### config.mk
export PLATFORM = sky130hd
export DESIGN_NAME = tmr3_timer
export DESIGN_NICKNAME = d
export VERILOG_FILES = /design/src/rtl/tmr3_pkg.sv /design/src/rtl/tmr3_tick_gen.sv /design/src/rtl/tmr3_timer.sv
export VERILOG_INCLUDE_DIRS = /design/src /design/src/rtl
export SDC_FILE = /design/constraint.sdc
export NUM_CORES = 1
export LEC_CHECK = 0
export ABC_AREA = 1
export BUFFER_PORTS_ARGS = -buffer_cell sky130_fd_sc_hd__buf_2
export CORE_MARGIN = 5
export CORE_UTILIZATION = 60
export CTS_CLUSTER_SIZE = 20
export DETAILED_ROUTE_END_ITERATION = 8
export PLACE_DENSITY = 0.76
export SYNTH_ARGS = -nofsm -noshare
export SYNTH_HDL_FRONTEND = slang
export SYNTH_SLANG_ARGS = --single-unit
### constraint.sdc
create_clock -name mclk -period 2.11 [get_ports mclk]
set_input_delay 0.1055 -clock mclk [delete_from_list [all_inputs] [get_ports mclk]]
set_output_delay 0.1055 -clock mclk [all_outputs]
set_load 0.03 [all_outputs]
### src/rtl/tmr3_regs.svh
// Purpose: register offsets, field positions, reset values, divider counts
// Assumes: special-function-register space with 8-bit addresses
// Notes:   definitions only
`ifndef TMR3_REGS_SVH
`define TMR3_REGS_SVH
// register addresses
`define TMR3_CONTROL_ADDR       8'h91
`define TMR3_RELOAD_LOW_ADDR    8'h92
`define TMR3_RELOAD_HIGH_ADDR   8'h93
`define TMR3_COUNT_LOW_ADDR     8'h94
`define TMR3_COUNT_HIGH_ADDR    8'h95
// control field positions
`define TMR3_HIGH_OVF_BIT       7
`define TMR3_LOW_OVF_BIT        6
`define TMR3_LOW_IRQ_EN_BIT     5
`define TMR3_CAPTURE_EN_BIT     4
`define TMR3_SPLIT_BIT          3
`define TMR3_RUN_BIT            2
`define TMR3_UNUSED_BIT         1
`define TMR3_EXT_CLK_BIT        0
// reset values
`define TMR3_CONTROL_RESET      8'h00
`define TMR3_BYTE_RESET         8'h00
// clock divider figures
`define TMR3_SYS_DIV            12
`define TMR3_EXT_DIV            8
`endif

### src/rtl/tmr3_pkg.sv
// Purpose: shared types of the timer 3 block
// Assumes: nothing
// Notes:   constants live in tmr3_regs.svh
package tmr3_pkg;
  // register bus request
  typedef struct packed {
    logic       wr;
    logic       rd;
    logic [7:0] addr;
    logic [7:0] wdata;
  } tmr3_bus_t;
  // tick source of one counter byte
  typedef enum logic [1:0] {
    TMR3_SRC_SYS,
    TMR3_SRC_SYS12,
    TMR3_SRC_EXT8
  } tmr3_src_t;
endpackage

### src/rtl/tmr3_tick_gen.sv
// Purpose: timer tick sources: system clock /12 and external clock /8
// Assumes: ext_clk_in is a level sampled on mclk, slower than mclk / 2
// Notes:   ext /8 falling edge also serves as capture event
`timescale 1ns/1ps
`default_nettype none
`include "tmr3_regs.svh"
module tmr3_tick_gen #(
  parameter int SYS_DIV = `TMR3_SYS_DIV,
  parameter int EXT_DIV = `TMR3_EXT_DIV
) (
  // clock and reset
  input  wire logic mclk,
  input  wire logic rstn,
  // external oscillator
  input  wire logic ext_clk_in,
  // ticks
  output logic      sys12_tick,
  output logic      ext8_tick,
  output logic      ext8_fall
);
  // refuse dividers that the 8-bit prescalers cannot serve
  if (SYS_DIV < 2 || SYS_DIV > 256 || EXT_DIV < 2 || EXT_DIV > 256 || EXT_DIV % 2 != 0)
  begin
    $error("tmr3_tick_gen: divider out of range");
  end
  localparam logic [7:0] SYS_LAST = 8'(SYS_DIV - 1);
  localparam logic [7:0] EXT_LAST = 8'(EXT_DIV - 1);
  localparam logic [7:0] EXT_HALF = 8'(EXT_DIV / 2 - 1);
  logic [7:0] sys_cnt_reg, sys_cnt_next;   // /12 prescaler
  logic [7:0] ext_cnt_reg, ext_cnt_next;   // external edge counter
  logic       sync1_reg, sync2_reg, sync3_reg; // synchroniser, edge hold
  logic       ext_rise;                        // rising edge of ext clock
  // next-state of the prescalers
  always_comb
  begin
    sys_cnt_next = (sys_cnt_reg == SYS_LAST) ? 8'h00 : sys_cnt_reg + 8'h01;
    ext_rise     = sync2_reg & ~sync3_reg;
    ext_cnt_next = ext_cnt_reg;
    if (ext_rise)
      ext_cnt_next = (ext_cnt_reg == EXT_LAST) ? 8'h00 : ext_cnt_reg + 8'h01;
  end
  // registers; first sync stage feeds only the second
  always_ff @(posedge mclk or negedge rstn)
  begin
    if (!rstn)
    begin
      sys_cnt_reg <= 8'h00;
      ext_cnt_reg <= 8'h00;
      sync1_reg   <= 1'b0;
      sync2_reg   <= 1'b0;
      sync3_reg   <= 1'b0;
    end
    else
    begin
      sys_cnt_reg <= sys_cnt_next;
      ext_cnt_reg <= ext_cnt_next;
      sync1_reg   <= ext_clk_in;
      sync2_reg   <= sync1_reg;
      sync3_reg   <= sync2_reg;
    end
  end
  // one tick per divided period
  assign sys12_tick = (sys_cnt_reg == SYS_LAST);
  assign ext8_tick  = ext_rise && (ext_cnt_reg == EXT_LAST);
  // divided clock falls halfway through its period
  assign ext8_fall  = ext_rise && (ext_cnt_reg == EXT_HALF);
endmodule
`default_nettype wire

### src/rtl/tmr3_timer.sv
// Purpose: timer 3, 16-bit or dual 8-bit auto-reload counter with capture
// Assumes: sfr bus synchronous to mclk, single-cycle write and read strobes
// Notes:   per-byte clock selects come from the shared clock control reg
`timescale 1ns/1ps
`default_nettype none
`include "tmr3_regs.svh"
module tmr3_timer #(
  parameter int SYS_DIV = `TMR3_SYS_DIV,
  parameter int EXT_DIV = `TMR3_EXT_DIV
) (
  // clock and reset
  input  wire logic              mclk,
  input  wire logic              rstn,
  // special function register bus
  input  wire tmr3_pkg::tmr3_bus_t sfr_bus,
  output logic [7:0]             sfr_rdata,
  output logic                   sfr_hit,
  // shared clock control bits and interrupt enable
  input  wire logic              high_byte_clock_select,
  input  wire logic              low_byte_clock_select,
  input  wire logic              timer_irq_enable,
  // external oscillator
  input  wire logic              ext_clk_in,
  // interrupt request level
  output logic                   timer_irq
);
  logic       sys12_tick;               // system clock /12 tick
  logic       ext8_tick;                // external /8 tick
  logic       ext8_fall;                // external /8 falling edge
  logic [7:0] ctrl_reg, ctrl_next;      // control register
  logic [7:0] rl_lo_reg, rl_lo_next;    // reload low
  logic [7:0] rl_hi_reg, rl_hi_next;    // reload high
  logic [7:0] cnt_lo_reg, cnt_lo_next;  // count low
  logic [7:0] cnt_hi_reg, cnt_hi_next;  // count high
  logic [7:0] rdata_next;               // read mux
  logic       tick_lo, tick_hi;         // per-byte count enables
  logic       ovf_lo, ovf_hi;           // rollover events

  // tick sources
  tmr3_tick_gen #(
    .SYS_DIV    (SYS_DIV),
    .EXT_DIV    (EXT_DIV)
  ) u_tick (
    .mclk       (mclk),
    .rstn       (rstn),
    .ext_clk_in (ext_clk_in),
    .sys12_tick (sys12_tick),
    .ext8_tick  (ext8_tick),
    .ext8_fall  (ext8_fall)
  );

  // pick a byte's source from its clock select
  function automatic tmr3_pkg::tmr3_src_t pick_src(input logic byte_sel, input logic ext_sel);
    if (byte_sel)
      return tmr3_pkg::TMR3_SRC_SYS;
    else if (ext_sel)
      return tmr3_pkg::TMR3_SRC_EXT8;
    else
      return tmr3_pkg::TMR3_SRC_SYS12;
  endfunction

  // tick enable for a given source
  function automatic logic src_tick(input tmr3_pkg::tmr3_src_t src, input logic t12,
                                    input logic t8);
    case (src)
      tmr3_pkg::TMR3_SRC_SYS:   return 1'b1;
      tmr3_pkg::TMR3_SRC_SYS12: return t12;
      tmr3_pkg::TMR3_SRC_EXT8:  return t8;
      default:                  return 1'b0;
    endcase
  endfunction

  // counter and register next state
  always_comb
  begin
    logic split;
    logic capture;
    logic run;
    logic lo_ticks;
    split    = ctrl_reg[`TMR3_SPLIT_BIT];
    capture  = ctrl_reg[`TMR3_CAPTURE_EN_BIT];
    run      = ctrl_reg[`TMR3_RUN_BIT];
    lo_ticks = 1'b0;
    // with low clock select clear, ext select picks /12 or /8; when set the byte counts every mclk
    lo_ticks = src_tick(pick_src(low_byte_clock_select, ctrl_reg[`TMR3_EXT_CLK_BIT]),
                        sys12_tick, ext8_tick);
    tick_lo  = split ? lo_ticks : (run & lo_ticks);
    if (split)
      tick_hi = run & src_tick(pick_src(high_byte_clock_select, ctrl_reg[`TMR3_EXT_CLK_BIT]),
                               sys12_tick, ext8_tick);
    else
      tick_hi = tick_lo & (cnt_lo_reg == 8'hFF);
    ovf_lo  = tick_lo & (cnt_lo_reg == 8'hFF);
    ovf_hi  = tick_hi & (cnt_hi_reg == 8'hFF);

    ctrl_next   = ctrl_reg;
    rl_lo_next  = rl_lo_reg;
    rl_hi_next  = rl_hi_reg;
    cnt_lo_next = cnt_lo_reg;
    cnt_hi_next = cnt_hi_reg;

    // counting; in 16-bit mode reload only at full rollover
    if (tick_lo)
      cnt_lo_next = cnt_lo_reg + 8'h01;
    if (tick_hi)
      cnt_hi_next = cnt_hi_reg + 8'h01;
    if (split)
    begin
      if (ovf_lo)
        cnt_lo_next = rl_lo_reg;
      if (ovf_hi)
        cnt_hi_next = rl_hi_reg;
    end
    else if (ovf_hi)
    begin
      cnt_lo_next = rl_lo_reg;
      cnt_hi_next = rl_hi_reg;
    end

    // software writes
    if (sfr_bus.wr)
    begin
      case (sfr_bus.addr)
        `TMR3_CONTROL_ADDR:      ctrl_next   = sfr_bus.wdata;
        `TMR3_RELOAD_LOW_ADDR:   rl_lo_next  = sfr_bus.wdata;
        `TMR3_RELOAD_HIGH_ADDR:  rl_hi_next  = sfr_bus.wdata;
        `TMR3_COUNT_LOW_ADDR:    cnt_lo_next = sfr_bus.wdata;
        `TMR3_COUNT_HIGH_ADDR:   cnt_hi_next = sfr_bus.wdata;
        default:                 ;
      endcase
    end

    if (capture && ext8_fall)
    begin
      rl_lo_next = cnt_lo_reg;
      rl_hi_next = cnt_hi_reg;
    end

    // high rollover or capture sets high flag, low rollover sets low flag, set beats clear
    if (ovf_hi || (capture && ext8_fall))
      ctrl_next[`TMR3_HIGH_OVF_BIT] = 1'b1;
    if (ovf_lo)
      ctrl_next[`TMR3_LOW_OVF_BIT] = 1'b1;
    ctrl_next[`TMR3_UNUSED_BIT] = 1'b0;

    // read data mux
    case (sfr_bus.addr)
      `TMR3_CONTROL_ADDR:      rdata_next = ctrl_reg;
      `TMR3_RELOAD_LOW_ADDR:   rdata_next = rl_lo_reg;
      `TMR3_RELOAD_HIGH_ADDR:  rdata_next = rl_hi_reg;
      `TMR3_COUNT_LOW_ADDR:    rdata_next = cnt_lo_reg;
      `TMR3_COUNT_HIGH_ADDR:   rdata_next = cnt_hi_reg;
      default:                 rdata_next = 8'h00;
    endcase
    if (!sfr_bus.rd)
      rdata_next = 8'h00;
  end

  // registers
  always_ff @(posedge mclk or negedge rstn)
  begin
    if (!rstn)
    begin
      ctrl_reg   <= `TMR3_CONTROL_RESET;
      rl_lo_reg  <= `TMR3_BYTE_RESET;
      rl_hi_reg  <= `TMR3_BYTE_RESET;
      cnt_lo_reg <= `TMR3_BYTE_RESET;
      cnt_hi_reg <= `TMR3_BYTE_RESET;
      sfr_rdata  <= 8'h00;
    end
    else
    begin
      ctrl_reg   <= ctrl_next;
      rl_lo_reg  <= rl_lo_next;
      rl_hi_reg  <= rl_hi_next;
      cnt_lo_reg <= cnt_lo_next;
      cnt_hi_reg <= cnt_hi_next;
      sfr_rdata  <= rdata_next;
    end
  end

  // address decode answer
  assign sfr_hit = (sfr_bus.addr >= `TMR3_CONTROL_ADDR) &&
                   (sfr_bus.addr <= `TMR3_COUNT_HIGH_ADDR);

  assign timer_irq = timer_irq_enable &
                     (ctrl_reg[`TMR3_HIGH_OVF_BIT] |
                      (ctrl_reg[`TMR3_LOW_IRQ_EN_BIT] & ctrl_reg[`TMR3_LOW_OVF_BIT]));
endmodule
`default_nettype wire

==> results_dict.tcl, run 1 <==
set metrics [dict create \
    status "completed" \
    cts.clk_slew.worst_paths_ps 70 \
    synth.yosys.seq_area_share_pct 43.9 \
    cts_buffers 9 \
    avgSynthCellArea_um2 7.77 \
    worst-path-buf-inv 0 \
    post-dp-hpwl_mm 7.53 \
    arrival_ps 2200 \
    grt_max_degree 67 \
    wl_mm 10.0 \
    wl_met1_mm 4.31 \
    critPathSlowestCell "dfrtp_1" \
    drive_gt1_share_pct 16.5 \
    fin_util_pct 72.3 \
    clock_latency_ps 350 \
    via_count 3552 \
    core_area_um2 5990 \
    cp.required_ps 2340 \
    core.rowCount 28 \
    n_fill_cell 462 \
    p_leak_nw 2.19 \
    routed-wl-met3_um 966 \
    synth_cell_types 41 \
    drv_slew 0 \
    clock_skew_ps 8.00 \
    cts_tree "built" \
    critPathTopFamily "simple AND/OR/NAND/NOR gates" \
    wl_per_cell_um 16.3 \
    cp_slowest_stage_delay_ps 370 \
    slew_headroom_pct 60.3 \
    grtUsageTotal_pct 27.5 \
    yosysWarnings 0 \
    power_density_nw_per_um2 866 \
    synth_enable_flop_cells 0 \
    detail-route-antenna-nets 0 \
    synthesis.nets 512 \
    port-buffer-count 33 \
    top_layer "met4" \
    num-nets-final 564 \
    synthCells 484 \
    grt_pass1_vias 3434 \
    grt_pass1_wl_mm 16.4 \
    crit_type "reg2reg" \
    setup_violations 0 \
    finalSetupTns_ps 0 \
    final_common_cell "nand2_1" \
    grt_overflow_total 0 \
    gp_congestion 1.00 \
    antenna_found_initial 0 \
    first_pass_iters 5 \
    die_y_um 89.2 \
    ys.flop_type "dfrtp_1" \
    antenna_cells 0 \
    netlist_area_um2 3760 \
    period_share_pct 93.4 \
    start_kind "flop" \
    via_per_inst 5.77 \
    dieArea_um2 7950 \
    synth-seq-cells 66 \
    period_needed_ps 1970 \
    area_delta_synth_final_pct 15.2 \
    fmax_mhz 508 \
    worst_pin_slew_ps 595 \
    cts_buffer_depth 2 \
    min-delay-path-class "in2reg" \
    path_max_fanout 9 \
    wl_met2_mm 4.34 \
    h-tree-depth 3 \
    drcViolationCount 0 \
    mostFrequentLayoutCells "nand2_1, inv_1, dfrtp_1, nor2_1, buf_2" \
    drtIter0Drc 360 \
    clock-sinks 66 \
    hold_viol_final 0 \
    cts_root_buffer "clkbuf_8" \
    start_util_pct 62.8 \
    peakVddDrop_mv 0.577 \
    maxCapViolCount 0 \
    io_pins 34 \
    fp.dieW_um 89.2 \
    crit_chain "ha_1 > nand3b_1 > nor2_2 > nand2_2 > nand3_4 > nand3_2 > nor2_2 > nand2_1 > o211ai_1 > nand2_1" \
    async_flop_share_pct 100 \
    cp-end-kind "flop" \
]
-- cells by family after synthesis --
family	share of synthesized area (%)
XOR/XNOR	4.66
AND/OR/NAND/NOR	28.9
AO/OA/AOI/OAI	12.8
buffers and inverters	8.35
flip-flops	43.9
adder cells (fa/ha/maj)	1.33
-- worst min-delay path: stages --
cell and delay (ps):
buf_2 130, nand2_1 60, nand2_1 60
-- timing repair --
action	in CTS	in global routing
buffers inserted	0	2
endpoints found under the hold margin	69	0
hold buffers	4	0
endpoints found under the setup margin	0	3
resized for setup	0	2
-- cells in the mapped netlist (all sizes together), types with 3 or more instances --
master    n  area [um^2]
nand2   125          489
inv      72          270
dfrtp    66         1650
nor2     59          244
nand3    27          175
o21ai    25          129
xor2     14          123
a21oi    12         67.6
nand4    12         75.1
a22oi    11         82.6
nor3      9         50.1
o22ai     8         50.1
buf       6         36.3
o221ai    6         52.6
xnor2     6         52.6
a211oi    5         37.5
ha        4         50.1
a221oi    3         26.3
-- through the flow --
| stage | power, mW | area [um^2] | hold slack, ps | setup WS [ps] | std cells |
|---|---|---|---|---|---|
| floorplan | 2.33 | 3760 | -190 | 405 | 484 |
| global placement | 2.60 | 4060 | 150 | 247 | 594 |
| detailed placement | 2.62 | 4060 | 150 | 179 | 594 |
| CTS | 3.74 | 4310 | 9.67 | 161 | 614 |
| global route | 3.97 | 4330 | 52.3 | -3.76 | 616 |
| finish | 3.75 | 4330 | 31.5 | 140 | 616 |
-- final cells by class --
cell class / instances / area, um^2 / share of cell area, %
clock inverter: 4 / 50.0 / 1.16
sequential: 66 / 1650 / 38.1
clock buffer: 12 / 155 / 3.58
inverter: 72 / 270 / 6.24
timing repair buffer: 49 / 308 / 7.11
tap: 75 / 93.8 / 2.17
multi-input combinational: 338 / 1800 / 41.6
-- worst paths after layout --
path | endpoint | startpoint | slack, ps | cells after the start
max | cnt_lo_reg[1] | u_tick.sys_cnt_reg[0] | 140 | 10
min | cnt_lo_reg[5] | sfr_bus[5] | 30 | 3
max reg2reg | cnt_lo_reg[1] | u_tick.sys_cnt_reg[0] | 140 | 10
min reg2reg | u_tick.sync2_reg | u_tick.sync1_reg | 360 | 0
max in group asynchronous | rl_lo_reg[1] | rstn | 1530 | 3
min in group asynchronous | u_tick.ext_cnt_reg[5] | rstn | 280 | 3
-- routing by layer --
layer	up-vias	track usage, %
li1	1692	-
met1	1610	36.6
met2	203	42.6
met3	47	6.45
met4	0	13.0
met5	-	0
-- power by group --
part	switching, mW	total [mW]	internal (mW)
clock	0.506	1.11	0.609
combinational	0.562	0.939	0.377
sequential	0.233	1.70	1.47
No activity file was read; power rests on OpenSTA's default activity.
==> run 2: changes to the inputs <==
Settings changed: CTS_BUF_LIST from default to sky130_fd_sc_hd__clkbuf_8.
==> run 2 against run 1 <==
Non-clock buffer count is the same. Highest routed layer unchanged. Clock skew is essentially flat. Critical path depth is the same. Largest cell class unchanged. Global-route usage is the same. Count of clock-buffer cells in the layout shrank 1. First-iteration DRC count is the same. Power shrank 0.20%.
==> results_dict.tcl, run 2 (synthesis gave the netlist of run 1 again) <==
set metrics [dict create \
    clock-sinks 66 \
    p_leak_nw 2.20 \
    drcViolationCount 0 \
    wl_met1_mm 4.27 \
    hold_viol_final 0 \
    antenna_found_initial 0 \
    final_common_cell "nand2_1" \
    min-delay-path-class "in2reg" \
    num-nets-final 564 \
    port-buffer-count 33 \
    peakVddDrop_mv 0.576 \
    period_needed_ps 1970 \
    status "completed" \
    mostFrequentLayoutCells "nand2_1, inv_1, dfrtp_1, nor2_1, buf_2" \
    post-dp-hpwl_mm 7.53 \
    crit_type "reg2reg" \
    arrival_ps 2200 \
    critical_path.startpoint "u_tick.sys_cnt_reg[0]" \
    grt_overflow_total 0 \
    wl_met2_mm 4.44 \
    maxCapViolCount 0 \
    cp.required_ps 2340 \
    grt_max_degree 67 \
    wl_mm 10.0 \
    placed_cell_area_um2 4060 \
    grt_pass1_wl_mm 16.4 \
    slew_headroom_pct 60.4 \
    reg2reg_to "cnt_lo_reg[1]" \
    path_max_fanout 9 \
    clock_latency_ps 350 \
    via_count 3520 \
    start_util_pct 62.8 \
    drtIter0Drc 360 \
    power_density_nw_per_um2 865 \
    routed-wl-met3_um 995 \
    period_share_pct 93.6 \
    die_y_um 89.2 \
    antenna_cells 0 \
    drive_gt1_share_pct 16.5 \
    via_per_inst 5.71 \
    cts_root_buffer "clkbuf_8" \
    detail-route-antenna-nets 0 \
    first_pass_iters 5 \
    cts_buffers 9 \
    setup_violations 0 \
    cts_tree "built" \
    top_layer "met4" \
    start_kind "flop" \
    grtUsageTotal_pct 27.5 \
    io_pins 34 \
    dieArea_um2 7950 \
    gp_congestion 1.00 \
    cp-end-kind "flop" \
    core_area_um2 5990 \
    reg2reg_slack_ps 140 \
    stdcell_area_um2 4330 \
    grt_pass1_vias 3434 \
    area_delta_synth_final_pct 15.2 \
    worst_pin_slew_ps 595 \
    worst_r2r_path_depth 10 \
    h-tree-depth 3 \
    clock_skew_ps 8.01 \
    core.rowCount 28 \
    fmax_mhz 507 \
    drv_slew 0 \
    crit_end "cnt_lo_reg[1]" \
    cts.clk_slew.worst_paths_ps 70 \
    regToRegStartpoint "u_tick.sys_cnt_reg[0]" \
    finalSetupTns_ps 0 \
    cts_buffer_depth 2 \
    fp.dieW_um 89.2 \
    wl_per_cell_um 16.3 \
]
[run 2: cell types whose count changed in the layout (fill, tap and decap cells not counted)]
| cell | change |
|---|---|
| clkbuf_1 | -1 |
| inv_1 | +1 |
[run 2: worst min path at each step]
stage                from               endpoint  slack, ps  depth (start not counted)
2_1_floorplan        rstn          cnt_hi_reg[0]       -190                          0
3_3_place_gp         rstn  u_tick.ext_cnt_reg[4]        150                          2
3_5_place_dp         rstn  u_tick.ext_cnt_reg[5]        150                          2
4_1_cts        sfr_bus[5]          cnt_lo_reg[5]         10                          3
5_1_grt        sfr_bus[7]          cnt_lo_reg[7]         50                          3
6_report       sfr_bus[5]          cnt_lo_reg[5]         30                          3
[run 2: what timing repair did]
| action | CTS | global route |
|---|---|---|
| endpoints found under the hold margin | 69 | 0 |
| endpoints found under the setup margin | 0 | 3 |
| hold buffers | 4 | 0 |
| resized for setup | 0 | 2 |
| setup buffers | 0 | 2 |
[run 2: stage by stage]
step                      std cells  worst slack [ps]  util, %  hold WS (ps)  total power, mW
final                           616               136     72.3          32.6             3.74
after detailed placement        594               179     67.8           150             2.62
after CTS                       614               161     71.9          9.67             3.73
after global placement          594               247     67.8           150             2.60
after global routing            616             -3.76     72.3          52.3             3.96
after floorplan                 484               405        -          -190             2.33
[run 2: layer usage]
| layer | vias up | GRT usage [%] |
|---|---|---|
| met5 | - | 0 |
| met4 | 0 | 13.0 |
| met3 | 32 | 6.45 |
| met2 | 189 | 42.6 |
| met1 | 1610 | 36.6 |
| li1 | 1689 | - |
[run 2: final cells by class]
| class | instances | area, um^2 |
|---|---|---|
| Multi-Input combinational cell | 338 | 1800 |
| Fill cell | 462 | 1660 |
| Sequential cell | 66 | 1650 |
| Timing Repair Buffer | 49 | 308 |
| Inverter | 72 | 270 |
| Clock buffer | 11 | 151 |
| Tap cell | 75 | 93.8 |
| Clock inverter | 5 | 53.8 |
[run 2: power breakdown]
part           switching, mW  leakage (nW)  total [mW]  internal, mW
clock network          0.504         0.103        1.11         0.604
registers              0.233         0.837        1.70          1.47
logic                  0.562          1.26       0.939         0.377
total                   1.30          2.20        3.74          2.45
[run 2: critical path, cell delays in order (launching register included)]
cell      delay, ps
dfrtp_1         370
ha_1            200
nand3b_1        120
nor2_2          180
nand2_2         100
nand3_4         150
nand3_2         120
nor2_2          110
nand2_1         180
o211ai_1        240
nand2_1          70
==> run 3: changes to the inputs <==
Settings changed: REMOVE_ABC_BUFFERS from default to 1.
==> run 3 against run 2 <==
Critical path depth is 2 higher. First-iteration DRC count is 73% higher. Sequential cell count stayed put.
==> results_dict.tcl, run 3 (synthesis gave the netlist of run 1 again) <==
set metrics [dict create \
    status "completed" \
    core.rowCount 28 \
    first_pass_iters 7 \
    post-dp-hpwl_mm 7.65 \
    cts.clk_slew.worst_paths_ps 70 \
    peakVddDrop_mv 0.627 \
    dieArea_um2 7950 \
    io_pins 34 \
    antenna_cells 0 \
    wl_mm 10.2 \
    p_sw_share_pct 35.0 \
    die_y_um 89.2 \
    start_util_pct 62.8 \
    path_depth 12 \
    pwr-share-seq_pct 45.8 \
    area_delta_synth_final_pct 14.1 \
    grt_overflow_total 0 \
    slew_headroom_pct 46.2 \
    grt_pass1_wl_mm 16.8 \
    worst_pin_slew_ps 806 \
    fp.dieW_um 89.2 \
    power_density_nw_per_um2 872 \
    combPwrFrac_pct 24.9 \
    placed_cell_area_um2 4020 \
    cp_slowest_stage_delay_ps 380 \
    final_common_cell "nand2_1" \
    crit_type "reg2reg" \
    antenna_found_initial 0 \
    worst_r2r_path_depth 12 \
    hold_ws_ps 9.33 \
    crit_chain "ha_1 > nand3b_1 > nor2_4 > nand2_2 > nand3_1 > nand2_1 > nand2_4 > nand2_4 > inv_2 > nand2_2 > nand2_1 > a21oi_1" \
    drv_slew 0 \
    critPathSlowestCell "dfrtp_1" \
    gp_congestion 1.03 \
    grtUsageTotal_pct 28.0 \
    start_kind "flop" \
    cp.required_ps 2360 \
    cp-end-kind "flop" \
    drcViolationCount 0 \
    intPower_mw 2.43 \
    drive_gt1_share_pct 15.9 \
    fmax_mhz 504 \
    clock_latency_ps 360 \
    wl_per_cell_um 16.7 \
    p_sw_mw 1.31 \
    port-buffer-count 33 \
    h-tree-depth 3 \
    detail-route-antenna-nets 0 \
    period_needed_ps 1990 \
    min-delay-path-class "in2reg" \
    cts_buffers 9 \
    maxCapViolCount 0 \
    grt_max_degree 67 \
    mostFrequentLayoutCells "nand2_1, inv_1, dfrtp_1, nor2_1, buf_2" \
    clock_skew_ps 6.40 \
    worst-path-buf-inv 1 \
    drtIter0Drc 623 \
    arrival_ps 2230 \
    hold_viol_final 0 \
    worst_hold_path.num_cells 3 \
    via_per_inst 5.83 \
    path_max_fanout 12 \
    n_fill_cell 482 \
    stdcell_area_um2 4290 \
    setup_violations 0 \
    clkPwrFrac_pct 29.3 \
    critPathTopFamily "simple AND/OR/NAND/NOR gates" \
    clock-sinks 66 \
    grt_pass1_vias 3423 \
    core_area_um2 5990 \
    period_share_pct 94.1 \
    cts_root_buffer "clkbuf_8" \
    num-nets-final 558 \
    cts_tree "built" \
    p_leak_nw 2.18 \
    via_count 3556 \
    cts_buffer_depth 2 \
]
run 3: changes by cell type in the layout (fill, tap and decap cells not counted):
cell	change
buf_12	-1
buf_4	-4
clkinv_2	+2
clkinvlp_4	-1
dlygate4sd3_1	-1
inv_1	-1
nand2_4	-1
nand2_8	+1
nor2_2	-1
nor2_4	+1
nor4_2	-1
nor4_4	+1
run 3: final timing paths:
check / startpoint / end / slack [ps]
worst max register to register: u_tick.sys_cnt_reg[0] / cnt_hi_reg[5] / 120
worst max-delay path: u_tick.sys_cnt_reg[0] / cnt_hi_reg[5] / 120
min in group asynchronous: rstn / u_tick.sys_cnt_reg[5] / 470
worst min register to register: u_tick.sync1_reg / u_tick.sync2_reg / 350
max in group asynchronous: rstn / cnt_hi_reg[6] / 1130
worst min-delay path: sfr_bus[0] / cnt_lo_reg[0] / 9
run 3: metal layers:
metal,GRT usage (%),wire length [um],up-vias
met3,6.54,1170,40
met5,0,0,-
met2,41.5,4340,222
li1,-,-,1675
met1,40.5,4380,1619
met4,9.61,324,0
run 3: stage by stage:
step	total power, mW	setup TNS (ps)	std cells	utilization, %	setup slack, ps
floorplan	2.32	0	476	-	432
global placement	2.59	0	590	67.1	206
detailed placement	2.62	0	590	67.1	106
CTS	3.72	0	609	71.0	86.2
global route	3.95	-91.8	610	71.7	-29.2
finish	3.74	0	610	71.7	124
run 3: final cells by class:
class	count	area, um^2	share of cell area [%]
clock buffers	11	151	3.53
well taps	75	93.8	2.19
repair buffers	43	248	5.77
flip-flops and latches	66	1650	38.5
inverters	72	270	6.30
clock inverters	5	52.6	1.22
multi-input cells	338	1830	42.5
run 3: repair_timing:
| item | 4_1_cts | 5_1_grt |
|---|---|---|
| setup buffers | 0 | 1 |
| setup endpoints to repair | 0 | 10 |
| gates resized for setup | 0 | 5 |
| hold buffers | 3 | 0 |
| endpoints found under the hold margin | 68 | 0 |
run 3: power groups by stage:
stage	clock network (mW)	logic, mW	registers (mW)
finish	1.10	0.931	1.71
global route	1.16	1.05	1.74
global placement	0	0.870	1.72
floorplan	0	0.661	1.66
CTS	1.11	0.908	1.70
detailed placement	0	0.895	1.72
run 3: tightest hold or removal path, stage by stage:
cell	delay (ps)
buf_2	100
nand2_1	50
o21ai_1	70
